--- src/rtl/sdm_map.svh ---
`ifndef SDM_MAP_SVH
`define SDM_MAP_SVH
// special-function register addresses
`define SDM_ADDR_GAIN_LO 8'hAB
`define SDM_ADDR_GAIN_MID 8'hAC
`define SDM_ADDR_GAIN_HI 8'hAD
`define SDM_ADDR_OFS_LO 8'hBA
`define SDM_ADDR_OFS_MID 8'hBB
`define SDM_ADDR_OFS_HI 8'hBC
`define SDM_ADDR_SINC_LO 8'hC3
`define SDM_ADDR_SINC_MID 8'hC4
`define SDM_ADDR_SINC_HI 8'hC5
`define SDM_ADDR_MUX 8'hC6
`define SDM_ADDR_FAST_LO 8'hFC
`define SDM_ADDR_FAST_MID 8'hFD
`define SDM_ADDR_FAST_HI 8'hFE
// reset values
`define SDM_RST_OFS 24'h000000
`define SDM_RST_GAIN 24'h000000
`define SDM_RST_MUX 8'h00
`define SDM_RST_RESULT 24'h000000
// mux field positions and codes
`define SDM_POS_MSB 7
`define SDM_POS_LSB 4
`define SDM_NEG_MSB 3
`define SDM_NEG_LSB 0
`define SDM_SEL_TEMP 4'hF
`define SDM_MODE_IDLE 3'h0
`endif

--- src/rtl/sdm_pkg.sv ---
`default_nettype none
package sdm_pkg;
	typedef enum logic [2:0] {
		SDM_SRC_PIN = 3'h1,
		SDM_SRC_GND = 3'h2,
		SDM_SRC_TEMP = 3'h4
	} sdm_src_kind_t;

	typedef struct packed {
		sdm_src_kind_t kind;
		logic [2:0] pin;
	} sdm_src_t;

	typedef struct packed {
		logic valid;
		logic [23:0] data;
	} sdm_result_t;

	typedef struct packed {
		logic wr;
		logic rd;
		logic [7:0] addr;
		logic [7:0] wdata;
	} sdm_sfr_req_t;
endpackage : sdm_pkg
`default_nettype wire

--- src/rtl/sdm_cal_result_mux.sv ---
`default_nettype none
`include "sdm_map.svh"
module sdm_cal_result_mux #(
	parameter int RES_BITS = 24
) (
	// clock and reset
	input wire logic sys_clk_i,
	input wire logic rstn_i,
	// special-function register port
	input wire sdm_pkg::sdm_sfr_req_t sfr_i,
	output logic [7:0] sfr_rdata_o,
	output logic sfr_hit_o,
	// converter state
	input wire logic [2:0] converter_system_mode_i,
	// filter results
	input wire sdm_pkg::sdm_result_t sinc_res_i,
	input wire sdm_pkg::sdm_result_t fast_res_i,
	// calibration engine writes
	input wire logic cal_ofs_we_i,
	input wire logic [23:0] cal_ofs_i,
	input wire logic cal_gain_we_i,
	input wire logic [23:0] cal_gain_i,
	// values to the analog side
	output logic [23:0] offset_cal_value_o,
	output logic [23:0] gain_cal_value_o,
	output sdm_pkg::sdm_src_t positive_input_o,
	output sdm_pkg::sdm_src_t negative_input_o,
	output logic temp_sensor_en_o,
	output logic mux_write_busy_o
);
	initial begin
		if (RES_BITS != 24 && RES_BITS != 16) begin
			$error("RES_BITS must be 16 or 24");
		end
	end

	logic [23:0] offset_cal_value;
	logic [23:0] gain_cal_value;
	logic [7:0] input_mux_control;
	logic [23:0] sinc_value;
	logic [23:0] fast_value;
	logic [2:0] sinc_we;
	logic [2:0] fast_we;
	logic wr;

	assign wr = sfr_i.wr;

	// offset calibration; calibration engine wins over a software write
	always_ff @(posedge sys_clk_i or negedge rstn_i) begin
		if (!rstn_i) begin
			offset_cal_value <= `SDM_RST_OFS;
		end else if (cal_ofs_we_i) begin
			offset_cal_value <= cal_ofs_i;
		end else if (wr) begin
			unique case (sfr_i.addr)
				`SDM_ADDR_OFS_HI: begin
					offset_cal_value[23:16] <= sfr_i.wdata;
				end
				`SDM_ADDR_OFS_MID: begin
					offset_cal_value[15:8] <= sfr_i.wdata;
				end
				`SDM_ADDR_OFS_LO: begin
					offset_cal_value[7:0] <= sfr_i.wdata;
				end
				default: begin
				end
			endcase
		end
	end

	// gain calibration
	always_ff @(posedge sys_clk_i or negedge rstn_i) begin
		if (!rstn_i) begin
			gain_cal_value <= `SDM_RST_GAIN;
		end else if (cal_gain_we_i) begin
			gain_cal_value <= cal_gain_i;
		end else if (wr) begin
			unique case (sfr_i.addr)
				`SDM_ADDR_GAIN_HI: begin
					gain_cal_value[23:16] <= sfr_i.wdata;
				end
				`SDM_ADDR_GAIN_MID: begin
					gain_cal_value[15:8] <= sfr_i.wdata;
				end
				`SDM_ADDR_GAIN_LO: begin
					gain_cal_value[7:0] <= sfr_i.wdata;
				end
				default: begin
				end
			endcase
		end
	end

	// mux control; writes outside idle are still taken, only flagged
	always_ff @(posedge sys_clk_i or negedge rstn_i) begin
		if (!rstn_i) begin
			input_mux_control <= `SDM_RST_MUX;
		end else if (wr && sfr_i.addr == `SDM_ADDR_MUX) begin
			input_mux_control <= sfr_i.wdata;
		end
	end

	// hint that the last mux write came while not idle; every mux write updates it
	always_ff @(posedge sys_clk_i or negedge rstn_i) begin
		if (!rstn_i) begin
			mux_write_busy_o <= 1'b0;
		end else if (wr && sfr_i.addr == `SDM_ADDR_MUX) begin
			mux_write_busy_o <= (converter_system_mode_i != `SDM_MODE_IDLE);
		end
	end

	always_comb begin
		sinc_we = 3'h0;
		fast_we = 3'h0;
		if (wr) begin
			sinc_we[2] = (sfr_i.addr == `SDM_ADDR_SINC_HI);
			sinc_we[1] = (sfr_i.addr == `SDM_ADDR_SINC_MID);
			sinc_we[0] = (sfr_i.addr == `SDM_ADDR_SINC_LO);
			fast_we[2] = (sfr_i.addr == `SDM_ADDR_FAST_HI);
			fast_we[1] = (sfr_i.addr == `SDM_ADDR_FAST_MID);
			fast_we[0] = (sfr_i.addr == `SDM_ADDR_FAST_LO);
		end
	end

	sdm_result_reg #(
		.RES_BITS(RES_BITS)
	) u_sinc (
		.sys_clk_i(sys_clk_i),
		.rstn_i(rstn_i),
		.res_i(sinc_res_i),
		.byte_we_i(sinc_we),
		.wdata_i(sfr_i.wdata),
		.value_o(sinc_value)
	);

	sdm_result_reg #(
		.RES_BITS(RES_BITS)
	) u_fast (
		.sys_clk_i(sys_clk_i),
		.rstn_i(rstn_i),
		.res_i(fast_res_i),
		.byte_we_i(fast_we),
		.wdata_i(sfr_i.wdata),
		.value_o(fast_value)
	);

	sdm_src_decode u_pos (
		.code_i(input_mux_control[`SDM_POS_MSB:`SDM_POS_LSB]),
		.src_o(positive_input_o)
	);

	sdm_src_decode u_neg (
		.code_i(input_mux_control[`SDM_NEG_MSB:`SDM_NEG_LSB]),
		.src_o(negative_input_o)
	);

	// no software enable bit exists for the sensor
	assign temp_sensor_en_o = (positive_input_o.kind == sdm_pkg::SDM_SRC_TEMP) ||
		(negative_input_o.kind == sdm_pkg::SDM_SRC_TEMP);

	assign offset_cal_value_o = offset_cal_value;
	assign gain_cal_value_o = gain_cal_value;

	// read data registered: answer one cycle after the read strobe
	always_ff @(posedge sys_clk_i or negedge rstn_i) begin
		if (!rstn_i) begin
			sfr_rdata_o <= 8'h00;
			sfr_hit_o <= 1'b0;
		end else if (sfr_i.rd) begin
			sfr_hit_o <= 1'b1;
			unique case (sfr_i.addr)
				`SDM_ADDR_OFS_HI: sfr_rdata_o <= offset_cal_value[23:16];
				`SDM_ADDR_OFS_MID: sfr_rdata_o <= offset_cal_value[15:8];
				`SDM_ADDR_OFS_LO: sfr_rdata_o <= offset_cal_value[7:0];
				`SDM_ADDR_GAIN_HI: sfr_rdata_o <= gain_cal_value[23:16];
				`SDM_ADDR_GAIN_MID: sfr_rdata_o <= gain_cal_value[15:8];
				`SDM_ADDR_GAIN_LO: sfr_rdata_o <= gain_cal_value[7:0];
				`SDM_ADDR_SINC_HI: sfr_rdata_o <= sinc_value[23:16];
				`SDM_ADDR_SINC_MID: sfr_rdata_o <= sinc_value[15:8];
				`SDM_ADDR_SINC_LO: sfr_rdata_o <= sinc_value[7:0];
				`SDM_ADDR_FAST_HI: sfr_rdata_o <= fast_value[23:16];
				`SDM_ADDR_FAST_MID: sfr_rdata_o <= fast_value[15:8];
				`SDM_ADDR_FAST_LO: sfr_rdata_o <= fast_value[7:0];
				`SDM_ADDR_MUX: sfr_rdata_o <= input_mux_control;
				default: begin
					sfr_rdata_o <= 8'h00;
					sfr_hit_o <= 1'b0;
				end
			endcase
		end else begin
			sfr_hit_o <= 1'b0;
		end
	end
endmodule : sdm_cal_result_mux
`default_nettype wire

--- src/rtl/sdm_result_reg.sv ---
`default_nettype none
`include "sdm_map.svh"
module sdm_result_reg #(
	parameter int RES_BITS = 24
) (
	// clock and reset
	input wire logic sys_clk_i,
	input wire logic rstn_i,
	// filter result in, right aligned
	input wire sdm_pkg::sdm_result_t res_i,
	// software byte write
	input wire logic [2:0] byte_we_i,
	input wire logic [7:0] wdata_i,
	// held value, byte layout as seen by software
	output logic [23:0] value_o
);
	initial begin
		if (RES_BITS != 24 && RES_BITS != 16) begin
			$error("RES_BITS must be 16 or 24");
		end
	end

	logic [23:0] held;

	// whole result lands in one edge; a result arriving between byte reads mixes two results
	always_ff @(posedge sys_clk_i or negedge rstn_i) begin
		if (!rstn_i) begin
			held <= `SDM_RST_RESULT;
		end else if (res_i.valid) begin
			if (RES_BITS == 24) begin
				held <= res_i.data;
			end else begin
				held <= {res_i.data[15:0], 8'h00};
			end
		end else begin
			if (byte_we_i[2]) begin
				held[23:16] <= wdata_i;
			end
			if (byte_we_i[1]) begin
				held[15:8] <= wdata_i;
			end
			if (byte_we_i[0] && RES_BITS == 24) begin
				held[7:0] <= wdata_i;
			end
		end
	end

	assign value_o = held;
endmodule : sdm_result_reg
`default_nettype wire

--- src/rtl/sdm_src_decode.sv ---
`default_nettype none
`include "sdm_map.svh"
module sdm_src_decode (
	// select code
	input wire logic [3:0] code_i,
	// decoded source
	output sdm_pkg::sdm_src_t src_o
);
	always_comb begin
		src_o.pin = code_i[2:0];
		if (code_i[3] == 1'b0) begin
			src_o.kind = sdm_pkg::SDM_SRC_PIN;
		end else if (code_i == `SDM_SEL_TEMP) begin
			src_o.kind = sdm_pkg::SDM_SRC_TEMP;
		end else begin
			src_o.kind = sdm_pkg::SDM_SRC_GND;
		end
	end
endmodule : sdm_src_decode
`default_nettype wire

--- config.mk ---
export PLATFORM = sky130hd
export DESIGN_NAME = sdm_cal_result_mux
export DESIGN_NICKNAME = d
export VERILOG_FILES = /design/src/rtl/sdm_pkg.sv /design/src/rtl/sdm_cal_result_mux.sv /design/src/rtl/sdm_result_reg.sv /design/src/rtl/sdm_src_decode.sv
export VERILOG_INCLUDE_DIRS = /design/src /design/src/rtl
export SDC_FILE = /design/constraint.sdc
export NUM_CORES = 1
export LEC_CHECK = 0
export BUFFER_PORTS_ARGS = -buffer_cell sky130_fd_sc_hd__buf_2
export CAP_MARGIN = 20
export CORE_AREA = 4 4 123 125
export DETAILED_ROUTE_END_ITERATION = 8
export DIE_AREA = 0 0 127 129
export PLACE_DENSITY_LB_ADDON = 0.2
export SYNTH_ARGS = -nofsm -noshare
export SYNTH_HDL_FRONTEND = slang
export SYNTH_SLANG_ARGS = --single-unit
--- constraint.sdc ---
create_clock -name sys_clk_i -period 1.3 [get_ports sys_clk_i]
set_input_delay 0.195 -clock sys_clk_i [delete_from_list [all_inputs] [get_ports sys_clk_i]]
set_output_delay 0.195 -clock sys_clk_i [all_outputs]
set_load 0.02 [all_outputs]
==> results.txt, run 1 <==
- The checks that failed: setup timing.
* I/O pins: 194
- RSZ-0062 raised after global routing: yes
- Clock latency on the worst-skew pair, taken at its later pin, is 0.42 ns.
* Fraction of the yosys area taken by sequential cells: 43.8%
- Counting the fill cells in the layout gives 880.
- Slowest CP cell: sky130_fd_sc_hd__dfrtp_1
- WS Path Type: reg2out
- Summed over all cells, the static leakage comes to 0.00549 uW.
* # nets final: 1164
* Global router's overall resource usage: 31.4%
- The worst register-to-register path ends at sfr_rdata_o[2].
- In the final layout, the share of cells above drive strength 1 is 43.3%.
* Overall overflow remaining after global route: 0
- Routed via count divided by cell count: 5.66
- The flow ran to the end, but the final reports show violations.
- Post-DRT Antenna Nets: 0
- Power per cell area: 1030 mW/mm^2
- The worst hold path begins at fast_res_i[21].
- Clock tree buffer depth: 2
- Synthesis produced a netlist with a net count of 797.
- Area overhead of the layout relative to synthesis: 64.2%
* Count of yosys warnings during synthesis: 0
- Worst-case register-to-register setup slack: -0.26 ns
- After the first detailed-routing iteration, the DRC count stood at 596.
- The cell family contributing the most delay on the critical path is flip-flops.
- First-pass DRT Iterations: 7
- Counting I/O delays and the setup requirement, the final critical path takes 1.58 ns.
- Yosys mapped the design onto 51 distinct sky130hd cell types.
- Once placement finished, the instance area stood at 0.00862 mm^2.
- The detailed router placed 6975 vias in this run.
* Final hold violation count: 0
- From left edge to right edge, the die measures 127 um.
- For the worst setup path, the data arrival time is 1.38 ns.
* Max-slew headroom at the worst pin: 60.6%
* Max-slew violation count: 0
- The cell count after synthesis came out at 674.
* Worst Hold Depth: 3
* Synth Flop Type: sky130_fd_sc_hd__dfrtp_1
- Crit path launch type: register
- Derived from the worst setup path, the maximum achievable clock frequency is 634 MHz.
- VDD sags by at most 0.820 mV.
* Required time at the worst-slack endpoint: 1.11 ns
- Largest net degree at the start of global routing: 63
- Number of input and output port buffers inserted: 193
* Initial core utilization: 46.9%
- Detailed placement finished with a half-perimeter wire length of 17600 um.
* Die height: 129 um
- After synthesis the netlist holds a flip-flop and latch count of 114.
- Number of global-route vias before repair: 7083
- Post-route DRC violation count: 0
* Critical path destination: positive_input_o[4]
- Final standard cell count with taps included and fillers excluded: 1233
* Largest incremental delay on the critical path: 0.40 ns
* Clock slew at the register clock pins of the worst setup and hold paths: 0.05 ns
- Period utilization: 121%
* Startpoint of the worst-slack reg-to-reg timing path: u_fast.value_o[2]
- Clock skew on the completed layout was measured at 0.00857 ns.
- The mapped netlist covers 0.00651 mm^2.
* Final WS setup: -0.278 ns
- Last weighted congestion value of the routability-driven placer: 0.922
* Type of the most critical hold path: in2reg
- The repair_antennas step left the layout with diodes totalling 0.
- Counting both buffers and inverters, the worst setup path holds a total of 3.
* Placement Setup Slack: -0.771 ns
* Per-cell routed wire length: 21.4 um
- The final layout contains routed wiring with a total length of 26400 um.
- Root buffer cell: sky130_fd_sc_hd__clkbuf_16
* First-pass GRT wire length: 39200 um
- At the pin with the least slew margin, the transition time is 0.589 ns.
- CP cell instances: buf_6 -> nand4_1 -> inv_2 -> nor2_2 -> buf_6
- The finished cells cover 0.0107 mm^2.
* First element of the critical path: input_mux_control[6]
* Proportion of synthesized flip-flops having asynchronous set or reset: 100%
- Across the run, the number of max-cap violations was 0.
- Area of the die: 0.0164 mm^2
- Cell repeated most along the worst path: sky130_fd_sc_hd__buf_6
- Count of flip-flops with a built-in enable after synthesis: 0
* Sinks on Clock Net: 114
- Setup violators final: 22
* Synthesized area divided by synthesized cell count: 9.66 um^2
- STA classifies the critical path endpoint as an output port.
- R2r worst-path depth: 7
- WP depth: 5
- TritonCTS created 17 clock buffers.
* Number of antenna violations at the first check in global routing: 0
- CTS tree: done
* Clock H-tree levels: 4
- Number of cells in the design after placement: 1118
- The floorplan has 43 rows.
- Worst-path fanout max: 3
* Std-Cell Core Area: 0.0139 mm^2
timing repair:
item | CTS | global route
buffers inserted | 19 | 9
resized for setup | 115 | 95
hold buffers | 62 | 0
pin swaps | 25 | 23
endpoints found under the hold margin | 175 | 0
endpoints found under the setup margin | 81 | 110
final cells by class:
cell class,count,area [um^2],share of cell area [%]
multi-input cells,486,3680,34.5
clock buffers,26,509,4.76
well taps,180,225,2.11
repair buffers,408,3310,31.0
flip-flops and latches,114,2860,26.7
clock inverters,5,50.0,0.468
inverters,14,57.6,0.538
synthesized netlist by cell type, types with 5 or more instances:
library cell                 n  share of area (%)
sky130_fd_sc_hd__inv_1      14               0.81
sky130_fd_sc_hd__o21ai_0    98                7.5
sky130_fd_sc_hd__nor2_1     10               0.58
sky130_fd_sc_hd__and3_1      5               0.48
sky130_fd_sc_hd__nand3_2     6               0.92
sky130_fd_sc_hd__mux2i_1   107                 16
sky130_fd_sc_hd__a22o_1      9                1.2
sky130_fd_sc_hd__mux2_2     14                2.4
sky130_fd_sc_hd__nor2b_1     7               0.67
sky130_fd_sc_hd__buf_4      12                1.4
sky130_fd_sc_hd__dfrtp_1   114                 44
sky130_fd_sc_hd__and3b_1     6               0.81
sky130_fd_sc_hd__a22oi_1    14                1.6
sky130_fd_sc_hd__nand3_1     6               0.46
sky130_fd_sc_hd__and4b_1     5               0.77
sky130_fd_sc_hd__nand2_1   114                6.6
sky130_fd_sc_hd__clkbuf_1   32                1.8
sky130_fd_sc_hd__buf_2      13                1.0
sky130_fd_sc_hd__o22ai_1    15                1.4
flip-flops by register name, summed over array words and instances, names as in the netlist:
register / cells
gain_cal_value_o: 24
offset_cal_value_o: 24
u_fast.value_o: 24
u_sinc.value_o: 24
input_mux_control: 8
sfr_rdata_o: 8
mux_write_busy_o: 1
sfr_hit_o: 1
metrics by stage:
stage | TNS, ns | util (%) | hold slack [ns] | total power, uW
finish | -3.05 | 77.0 | 0.0121 | 11000
global route | -4.19 | 77.0 | -0.00196 | 11400
CTS | -2.47 | 74.4 | 0.0000463 | 10800
detailed placement | -48.74 | 62.1 | 0.221 | 6010
global placement | -45.63 | 62.1 | 0.218 | 5960
floorplan | -5.89 | - | -0.101 | 4950
placed cells by master, fill, tap and decap left out, types with 4 or more instances in the layout:
| master | netlist | routed |
|---|---|---|
| sky130_fd_sc_hd__clkbuf_8 | 0 | 5 |
| sky130_fd_sc_hd__and3b_1 | 6 | 5 |
| sky130_fd_sc_hd__nand3b_1 | 4 | 4 |
| sky130_fd_sc_hd__nand3_4 | 0 | 6 |
| sky130_fd_sc_hd__buf_6 | 2 | 85 |
| sky130_fd_sc_hd__clkinv_2 | 0 | 4 |
| sky130_fd_sc_hd__mux2i_2 | 0 | 5 |
| sky130_fd_sc_hd__buf_2 | 13 | 140 |
| sky130_fd_sc_hd__nor2b_1 | 7 | 6 |
| sky130_fd_sc_hd__a22oi_1 | 14 | 11 |
| sky130_fd_sc_hd__buf_12 | 0 | 10 |
| sky130_fd_sc_hd__nor2_1 | 10 | 8 |
| sky130_fd_sc_hd__o21ai_1 | 3 | 36 |
| sky130_fd_sc_hd__inv_1 | 14 | 10 |
| sky130_fd_sc_hd__and3_4 | 0 | 4 |
| sky130_fd_sc_hd__nand3_1 | 6 | 5 |
| sky130_fd_sc_hd__a22o_1 | 9 | 9 |
| sky130_fd_sc_hd__o22ai_1 | 15 | 12 |
| sky130_fd_sc_hd__clkbuf_1 | 32 | 4 |
| sky130_fd_sc_hd__dfrtp_1 | 114 | 112 |
| sky130_fd_sc_hd__nand4_1 | 4 | 4 |
| sky130_fd_sc_hd__clkbuf_16 | 0 | 17 |
| sky130_fd_sc_hd__dlygate4sd3_1 | 0 | 62 |
| sky130_fd_sc_hd__mux2_2 | 14 | 11 |
| sky130_fd_sc_hd__mux2i_1 | 107 | 99 |
| sky130_fd_sc_hd__o21ai_0 | 98 | 64 |
| sky130_fd_sc_hd__nand2_1 | 114 | 114 |
| sky130_fd_sc_hd__o211ai_1 | 4 | 4 |
| sky130_fd_sc_hd__buf_4 | 12 | 111 |
how the worst min path moves through the flow:
stage	end	slack [ns]
2_1_floorplan	gain_cal_value_o[0]	-0.10
3_3_place_gp	gain_cal_value_o[4]	0.22
3_5_place_dp	gain_cal_value_o[6]	0.22
4_1_cts	offset_cal_value_o[21]	0.00005
5_1_grt	gain_cal_value_o[9]	-0.002
6_report	u_fast.value_o[21]	0.01
where the power goes:
part | internal [uW] | switching, uW
Combinational | 1260 | 1210
Clock | 2860 | 1610
Sequential | 3840 | 253
Total | 7950 | 3070
worst register-to-register path, stage by stage, from the launching register on:
cell and delay [ns]:
sky130_fd_sc_hd__dfrtp_1 0.40, sky130_fd_sc_hd__mux2i_2 0.20, sky130_fd_sc_hd__a2bb2oi_2 0.16, sky130_fd_sc_hd__buf_4 0.14, sky130_fd_sc_hd__o22ai_2 0.07, sky130_fd_sc_hd__nor4_2 0.28, sky130_fd_sc_hd__buf_4 0.16, sky130_fd_sc_hd__o22ai_2 0.05
per-layer routing:
metal	up-vias	routed length, um	GRT usage [%]
li1	3152	-	-
met1	3430	10400	38.0
met2	312	13300	54.8
met3	81	1680	6.77
met4	0	973	12.8
met5	-	0	0
cell families (layout without fill, tap and decap cells):
logic type      count (synthesis)  in the layout  share of synthesized area, %
compound gates                163            163                          15.4
buf+inv                        74            453                          5.46
flops                         114            114                          43.8
mux                           121            121                          18.9
simple gates                  202            202                          16.4
No activity file was read; power rests on OpenSTA's default activity.
==> run 2, diff against run 1 <==
Settings changed: CELL_PAD_IN_SITES_DETAIL_PLACEMENT from default to 0, CELL_PAD_IN_SITES_GLOBAL_PLACEMENT from default to 2, CORE_AREA 4 4 123 125 to 4 4 158 160, DIE_AREA 0 0 127 129 to 0 0 162 164.
==> run 2 against run 1 <==
Net effect: the flow still finishes with violations (setup timing); highest routed layer is now met5; clock skew rose by 0.0037 ns; utilization fell by 31 points; first-iteration DRC count fell by 40%; sequential power barely moved; global-route usage fell by 11 points; largest cell class unchanged; critical endpoint unchanged.
==> results.txt, run 2 (synthesis gave the netlist of run 1 again) <==
- The die width was 162 um (+28%).
* Setup violators final: 24 (+9.1%)
- The peak fanout along the critical path came to 2 (-1).
- Final standard cell count with taps included and fillers excluded: 1371 (+11%)
- CP cell instances: buf_6 -> nand4_1 -> inv_1 -> nor2_1 -> buf_4
* Clock tree buffer depth: 2 (unchanged)
- Inserted Clock Buffers: 17 (unchanged)
- Number of global-route vias before repair: 6701 (-5.4%)
- The final antenna-violating net count was 0 (unchanged).
- Routed vias: 6547 (-6.1%)
* Max Freq: 648 MHz (+2.2%)
* # rows: 56 (+30%)
- The number of cells traversed by the worst register-to-register path came to 4 (-3).
- The area growth from synthesis to layout is 65.2%.
* First element of the critical path: input_mux_control[6]
- # nets final: 1162 (-0.17%)
- Insertion delay of the later-clocked pin in the worst-skew pair: 0.42 ns (about the same)
- Overall overflow remaining after global route: 0 (unchanged)
- Root buffer cell: sky130_fd_sc_hd__clkbuf_16
- The number of antenna violations at the first check in global routing came to 1 (+1).
* Slowest CP cell: sky130_fd_sc_hd__dfrtp_1
- The clock sink total came to 114 (unchanged).
- The share of total power in combinational logic was 20.8% (-1.6 points).
- In this run the critical register-to-register path is launched from gain_cal_value_o[6].
- Clock group share of total power: 43.0% (+2.5 points)
- Max-Cap Viols: 0 (unchanged)
* First-pass DRT Iterations: 5 (-2)
* Type of the most critical hold path: in2reg
- I/O pins: 194 (unchanged)
* Period utilization: 119% (-2.7 points)
- The post-detailed-route wirelength per cell came to 20.2 um (-5.7%).
- The worst setup path is launched from a register.
* Global router's overall resource usage: 20.6% (-11 points)
- The sequential fraction of design power came to 36.2% (-0.9 points).
- Number of input and output port buffers inserted: 193 (unchanged)
- Arrival @ worst endpoint: 1.35 ns (-0.03 ns)
- Worst-case register-to-register setup slack: -0.24 ns (+0.02 ns)
- The layout filler cell count was 2316 (+160%).
* Clock H-tree levels: 4 (unchanged)
* Placement Setup Slack: -0.607 ns (+0.164 ns)
* Cell Int Power: 8090 uW (+1.8%)
- The number of pins with negative max-slew slack in the final report came to 0 (unchanged).
* Final WS setup: -0.243 ns (+0.0345 ns)
- The time the worst path needs with I/O delays and setup was 1.54 ns (-0.0345 ns).
- The instance count after placement with tap cells included is 1251 (+12%).
* Placed Area: 0.00878 mm^2 (+1.8%)
- The final hold violation count was 0 (unchanged).
* Area of the die: 0.0266 mm^2 (+62%)
- Worst hold slack after final layout: 0.00634 ns (-0.00576 ns)
- Required time at the worst-slack endpoint: 1.11 ns (about the same)
- Routed via count divided by cell count: 4.78 (-16%)
- The switching fraction of total power is 28.5% (+0.60 points).
- Max-slew headroom at the worst pin: 56.5% (-4.1 points)
- The worst vdd rail ir drop was 0.592 mV (-28%).
* Status: finished with violations
* Clock slew at the register clock pins of the worst setup and hold paths: 0.06 ns (about the same)
- The chip height was 164 um (+27%).
- ANT cells: 0 (unchanged)
- The startpoint identified for the worst hold timing path is sinc_res_i[9].
- The critical path is of the reg2out type.
- Final wirelength: 27700 um (+4.9%)
- First-pass GRT wire length: 41000 um (+4.7%)
- Number of DRC markers after the initial detailed-route iteration: 355 (-40%)
* RSZ-0062 raised after global routing: yes
* Last weighted congestion value of the routability-driven placer: 0.880 (-4.5%)
* Most frequent cells in the layout: sky130_fd_sc_hd__buf_2, sky130_fd_sc_hd__nand2_1, sky130_fd_sc_hd__buf_4, sky130_fd_sc_hd__dfrtp_1, sky130_fd_sc_hd__mux2i_1
- The endpoint identified for the worst register-to-register timing path is sfr_rdata_o[6].
- Std-Cell Core Area: 0.0234 mm^2 (+69%)
- Share of cells above drive strength 1: 43.3% (-0.054 points)
* Largest incremental delay on the critical path: 0.42 ns (+0.02 ns)
- The leakage power was 0.00544 uW (-0.98%).
- Cell area after layout: 0.0108 mm^2 (+0.59%)
- Net switching power: 3220 uW (+4.8%)
* HPWL after detailed placement: 20800 um (+18%)
- The final reports fail on setup timing.
- Following the worst setup path forward leads to its endpoint at positive_input_o[4].
- The areal power density over the cells came to 1050 mW/mm^2 (+2.0%).
* Initial core utilization: 27.8% (-19 points)
- The slew at the pin closest to its max-slew limit was 0.651 ns (+0.0621 ns).
- Largest net degree at the start of global routing: 49 (-22%)
* Final setup TNS: -2.66 ns (+0.391 ns)
- STA classifies the critical path endpoint as an output port.
- The clock tree skew after final layout is 0.0123 ns (+0.00372 ns).
* Most frequent standard cell in the layout excluding fill and tap cells: sky130_fd_sc_hd__buf_2
- TritonCTS built the clock tree.
- The detailed-route DRC error count was 0 (unchanged).
-- run 2: cell types whose count changed in the layout (fill, tap and decap cells not counted), moves of 3 or more --
cell,previous run,this run
sky130_fd_sc_hd__dlygate4sd3_1,62,65
sky130_fd_sc_hd__clkinvlp_4,0,5
sky130_fd_sc_hd__buf_6,85,67
sky130_fd_sc_hd__clkbuf_8,5,1
sky130_fd_sc_hd__dfrtp_2,2,7
sky130_fd_sc_hd__clkbuf_1,4,1
sky130_fd_sc_hd__buf_2,140,152
sky130_fd_sc_hd__dfrtp_1,112,107
sky130_fd_sc_hd__mux2i_4,3,0
sky130_fd_sc_hd__mux2i_1,99,103
-- run 2: layout make-up --
type	instances	area [um^2]	share of cell area, %
Inverter	14	55.1	0.512
Timing Repair Buffer	406	3220	29.9
Sequential cell	114	2860	26.6
Clock inverter	13	160	1.49
Tap cell	319	399	3.71
Clock buffer	19	443	4.12
Multi-Input combinational cell	486	3620	33.6
-- run 2: worst max-delay path: cells and delay by family, from the launching register on --
family        cells  cell delay [ns]
buf+inv           3             0.35
flops             1             0.42
simple gates      2             0.16
-- run 2: what timing repair did --
item                                    4_1_cts  5_1_grt
endpoints found under the setup margin       48       75
endpoints found under the hold margin        83        0
pin swaps                                    26       24
gates resized for setup                     109       60
setup buffers                                16       15
hold buffers                                 65        0
-- run 2: power groups by stage --
stage          clock, uW  combinational, uW  sequential (uW)
2_1_floorplan          0                729             4220
3_3_place_gp           0               1900             4130
3_5_place_dp           0               1920             4130
4_1_cts             4930               2270             4080
5_1_grt             5140               2550             4120
6_report            4860               2360             4090
-- run 2: worst min-delay path by stage --
stage | end | slack, ns | cells past startpoint
3_5_place_dp | u_sinc.value_o[12] | 0.18 | 1
2_1_floorplan | gain_cal_value_o[0] | -0.10 | 0
5_1_grt | gain_cal_value_o[8] | 0.006 | 3
3_3_place_gp | u_sinc.value_o[20] | 0.18 | 1
4_1_cts | u_sinc.value_o[11] | 0.0006 | 3
6_report | u_sinc.value_o[9] | 0.006 | 3
-- run 2: routing by layer --
metal | wire, um | GRT usage (%) | vias up
li1 | - | - | 3166
met1 | 13500 | 29.8 | 3173
met2 | 12600 | 31.9 | 190
met3 | 1290 | 4.14 | 16
met4 | 262 | 4.42 | 2
met5 | 7 | 0 | -
-- run 2: per-stage QoR --
step           power [uW]  util (%)
5_1_grt             11800      46.0
6_report            11300      46.0
2_1_floorplan        4950         -
3_5_place_dp         6050      37.5
3_3_place_gp         6030      37.5
4_1_cts             11300      44.9
==> run 3, diff against run 2 <==
Settings changed: CORE_AREA 4 4 158 160 to 4 4 150 152, DIE_AREA 0 0 162 164 to 0 0 154 156.
Clock period 1.3 ns to 1.5 ns, I/O delays scaled along.
==> run 3 against run 2 <==
Net effect: the run still ends with setup timing left; global-route usage up 0.40 points; first-iteration DRC count up 7.0%; flip-flop and latch count unchanged; cell area down 13%; sequential power down 13%; critical path type unchanged; highest routed layer is now met4.
==> results.txt, run 3 (synthesis gave the netlist of run 1 again) <==
* Clock group share of total power: 45.1% (+2.1 points)
- Most frequent cells in the layout: sky130_fd_sc_hd__buf_2, sky130_fd_sc_hd__nand2_1, sky130_fd_sc_hd__dfrtp_1, sky130_fd_sc_hd__mux2i_1, sky130_fd_sc_hd__buf_4
- The number of max-capacitance violations reported came to 0 (unchanged).
- The worst setup path is launched from a register.
- Area of the die: 0.0240 mm^2 (-9.6%)
* Overall overflow remaining after global route: 0 (unchanged)
- Routed vias: 6189 (-5.5%)
- The boundary pin count came to 194 (unchanged).
- Setup violators final: 3 (-88%)
- After layout, the worst path uses 104% of the clock period.
- Sinks on Clock Net: 114 (unchanged)
* Largest net degree at the start of global routing: 56 (+14%)
* Die height: 156 um (-4.9%)
- Startpoint of the worst-slack reg-to-reg timing path: gain_cal_value_o[6]
- The switching fraction of total power came to 27.7% (-0.73 points).
- Max rail drop VDD: 0.650 mV (+9.8%)
* Max Freq: 642 MHz
- The slew at the pin closest to its max-slew limit is 0.508 ns (-0.144 ns).
- The first-pass GRT wire length came to 38600 um (-6.0%).
- The worst setup slack before clock tree synthesis came to -0.389 ns (+0.218 ns).
* Final setup TNS: -0.164 ns (+2.49 ns)
* Number of input and output port buffers inserted: 193 (unchanged)
* Status: finished with violations
- The number of global-route vias before repair came to 6483 (-3.3%).
- Net switching power: 2580 uW (-20%)
- First-pass DRT Iterations: 4 (-1)
- Setup repair after global routing could not meet its margin everywhere.
- Worst-path fanout max: 2 (unchanged)
- Arrival @ worst endpoint: 1.33 ns (-0.02 ns)
- The starting density of the core is 31.0% (+3.2 points).
- The total design power is 9310 uW (-18%).
- The tree is rooted in a sky130_fd_sc_hd__clkbuf_16.
- The startpoint identified for the worst hold timing path is fast_res_i[7].
- Cell area after layout: 0.00933 mm^2 (-13%)
* Last weighted congestion value of the routability-driven placer: 0.889 (+0.95%)
- The worst hold path depth is 3 (unchanged).
- Number of fillers in the final layout: 2088 (-9.8%)
* Final Util: 44.4% (-1.6 points)
- Post-route DRC violation count: 0 (unchanged)
- The critical path is of the reg2out type.
- The count of routing violations after the opening detailed-route iteration was 380 (+7.0%).
- Most frequent standard cell in the layout excluding fill and tap cells: sky130_fd_sc_hd__buf_2
- Skew final: 0.00609 ns (-0.00620 ns)
- Cell repeated most along the worst path: sky130_fd_sc_hd__buf_6
* Final hold violation count: 0 (unchanged)
- Routed via count divided by cell count: 5.02 (+5.2%)
- Share of cells above drive strength 1: 42.2% (-1.1 points)
* Insertion delay of the later-clocked pin in the worst-skew pair: 0.42 ns (about the same)
- # rows: 53 (-5.4%)
- The critical path starts at input_mux_control[6].
- Part of the power in registers: 38.2% (+2.0 points)
- Area overhead of the layout relative to synthesis: 43.3%
* Sort of element at the end of the critical path: output port
- The detailed placer's ending HPWL is 19500 um (-6.6%).
- Global router's overall resource usage: 21.0% (+0.40 points)
- The final critical-path setup slack was -0.0567 ns (+0.187 ns).
* Placed Area: 0.00846 mm^2 (-3.6%)
- The checks that failed: setup timing.
- Required time at the worst-slack endpoint: 1.27 ns (+0.16 ns)
- The H-tree depth is 4 (unchanged).
* Die Span X: 154 um (-4.9%)
- Max-slew violation count: 0 (unchanged)
- # nets final: 1066 (-8.3%)
- The deepest clock path buffer count was 2 (unchanged).
- The worst stage delay on the critical path is 0.40 ns (-0.02 ns).
* Leakage: 0.00494 uW (-9.2%)
* Post-DRT Antenna Nets: 0 (unchanged)
- Slowest CP cell: sky130_fd_sc_hd__dfrtp_1
- The share of total power in combinational logic came to 16.7% (-4.1 points).
- Final wirelength: 25800 um (-6.5%)
* Inserted Clock Buffers: 17 (unchanged)
* Std-Cell Core Area: 0.0210 mm^2 (-10%)
- The total internal power is 6730 uW (-17%).
- The areal power density over the cells was 998 mW/mm^2 (-5.1%).
* Per-cell routed wire length: 21.0 um (+4.0%)
* Max-slew headroom at the worst pin: 66.1% (+9.6 points)
- Type of the most critical hold path: in2reg
- Clock period minus worst slack: 1.56 ns
- Number of antenna violations at the first check in global routing: 0 (-1)
* Clock slew at the register clock pins of the worst setup and hold paths: 0.06 ns (about the same)
- CTS tree: done
* CP cell instances: buf_6 -> nand4_1 -> buf_4 -> nand2_2 -> buf_6
- The number of cells traversed by the worst register-to-register path was 4 (unchanged).
## run 3: changes by cell type in the layout (fill, tap and decap cells not counted), moves of 4 or more
cell / delta
sky130_fd_sc_hd__buf_2: +36
sky130_fd_sc_hd__buf_4: -6
sky130_fd_sc_hd__buf_6: -61
sky130_fd_sc_hd__clkinvlp_4: -4
sky130_fd_sc_hd__dfrtp_1: +5
sky130_fd_sc_hd__dfrtp_2: -5
sky130_fd_sc_hd__dlygate4sd3_1: -64
sky130_fd_sc_hd__nand2_2: +4
sky130_fd_sc_hd__nand3_2: +7
sky130_fd_sc_hd__nand3_4: -7
sky130_fd_sc_hd__o21ai_0: +30
sky130_fd_sc_hd__o21ai_1: -29
## run 3: path summary, 6_finish.rpt
check / slack, ns / to
max: -0.06 / temp_sensor_en_o
min: 0.01 / u_fast.value_o[7]
max reg2reg: 0.01 / sfr_rdata_o[6]
min reg2reg: 0.48 / mux_write_busy_o
max in group asynchronous: 0.80 / offset_cal_value_o[2]
min in group asynchronous: 0.17 / mux_write_busy_o
## run 3: critical path: cells and delay by family, from the launching register on
family,cells,cell delay [ns]
buffers and inverters,3,0.38
AND/OR/NAND/NOR,2,0.14
flip-flops,1,0.40
## run 3: area by class of cell
class / count / area (um^2) / share of cell area [%]
tap: 275 / 344 / 3.69
antenna: 2 / 5.00 / 0.0536
timing repair buffer: 310 / 2020 / 21.6
clock buffer: 22 / 474 / 5.08
multi-input combinational: 486 / 3450 / 37.0
sequential: 114 / 2860 / 30.6
clock inverter: 9 / 130 / 1.39
inverter: 14 / 52.6 / 0.563
## run 3: metal layers
layer	track usage, %	up-vias	wire, um
li1	-	2954	-
met1	28.7	3003	12000
met2	33.3	212	12000
met3	5.74	20	1560
met4	5.00	0	275
met5	0	-	0
## run 3: power groups by stage
stage               sequential, uW  combinational, uW  clock [uW]
finish                        3550               1560        4200
global route                  3580               1710        4410
CTS                           3550               1550        4280
detailed placement            3600               1510           0
global placement              3600               1490           0
floorplan                     3660                601           0
## run 3: stage by stage
| step | cells | hold slack [ns] |
|---|---|---|
| after floorplan | 674 | -0.0706 |
| after global placement | 1187 | 0.0576 |
| after detailed placement | 1187 | 0.0558 |
| after CTS | 1224 | 0.000248 |
| after global routing | 1230 | 0.0113 |
| final | 1232 | 0.0105 |
## run 3: what timing repair did
item / 4_1_cts / 5_1_grt
pin swaps: 0 / 20
gates cloned: 0 / 0
buffers inserted: 5 / 7
resized for setup: 8 / 31
hold buffers: 1 / 0
endpoints found under the hold margin: 114 / 0
setup endpoints to repair: 8 / 16
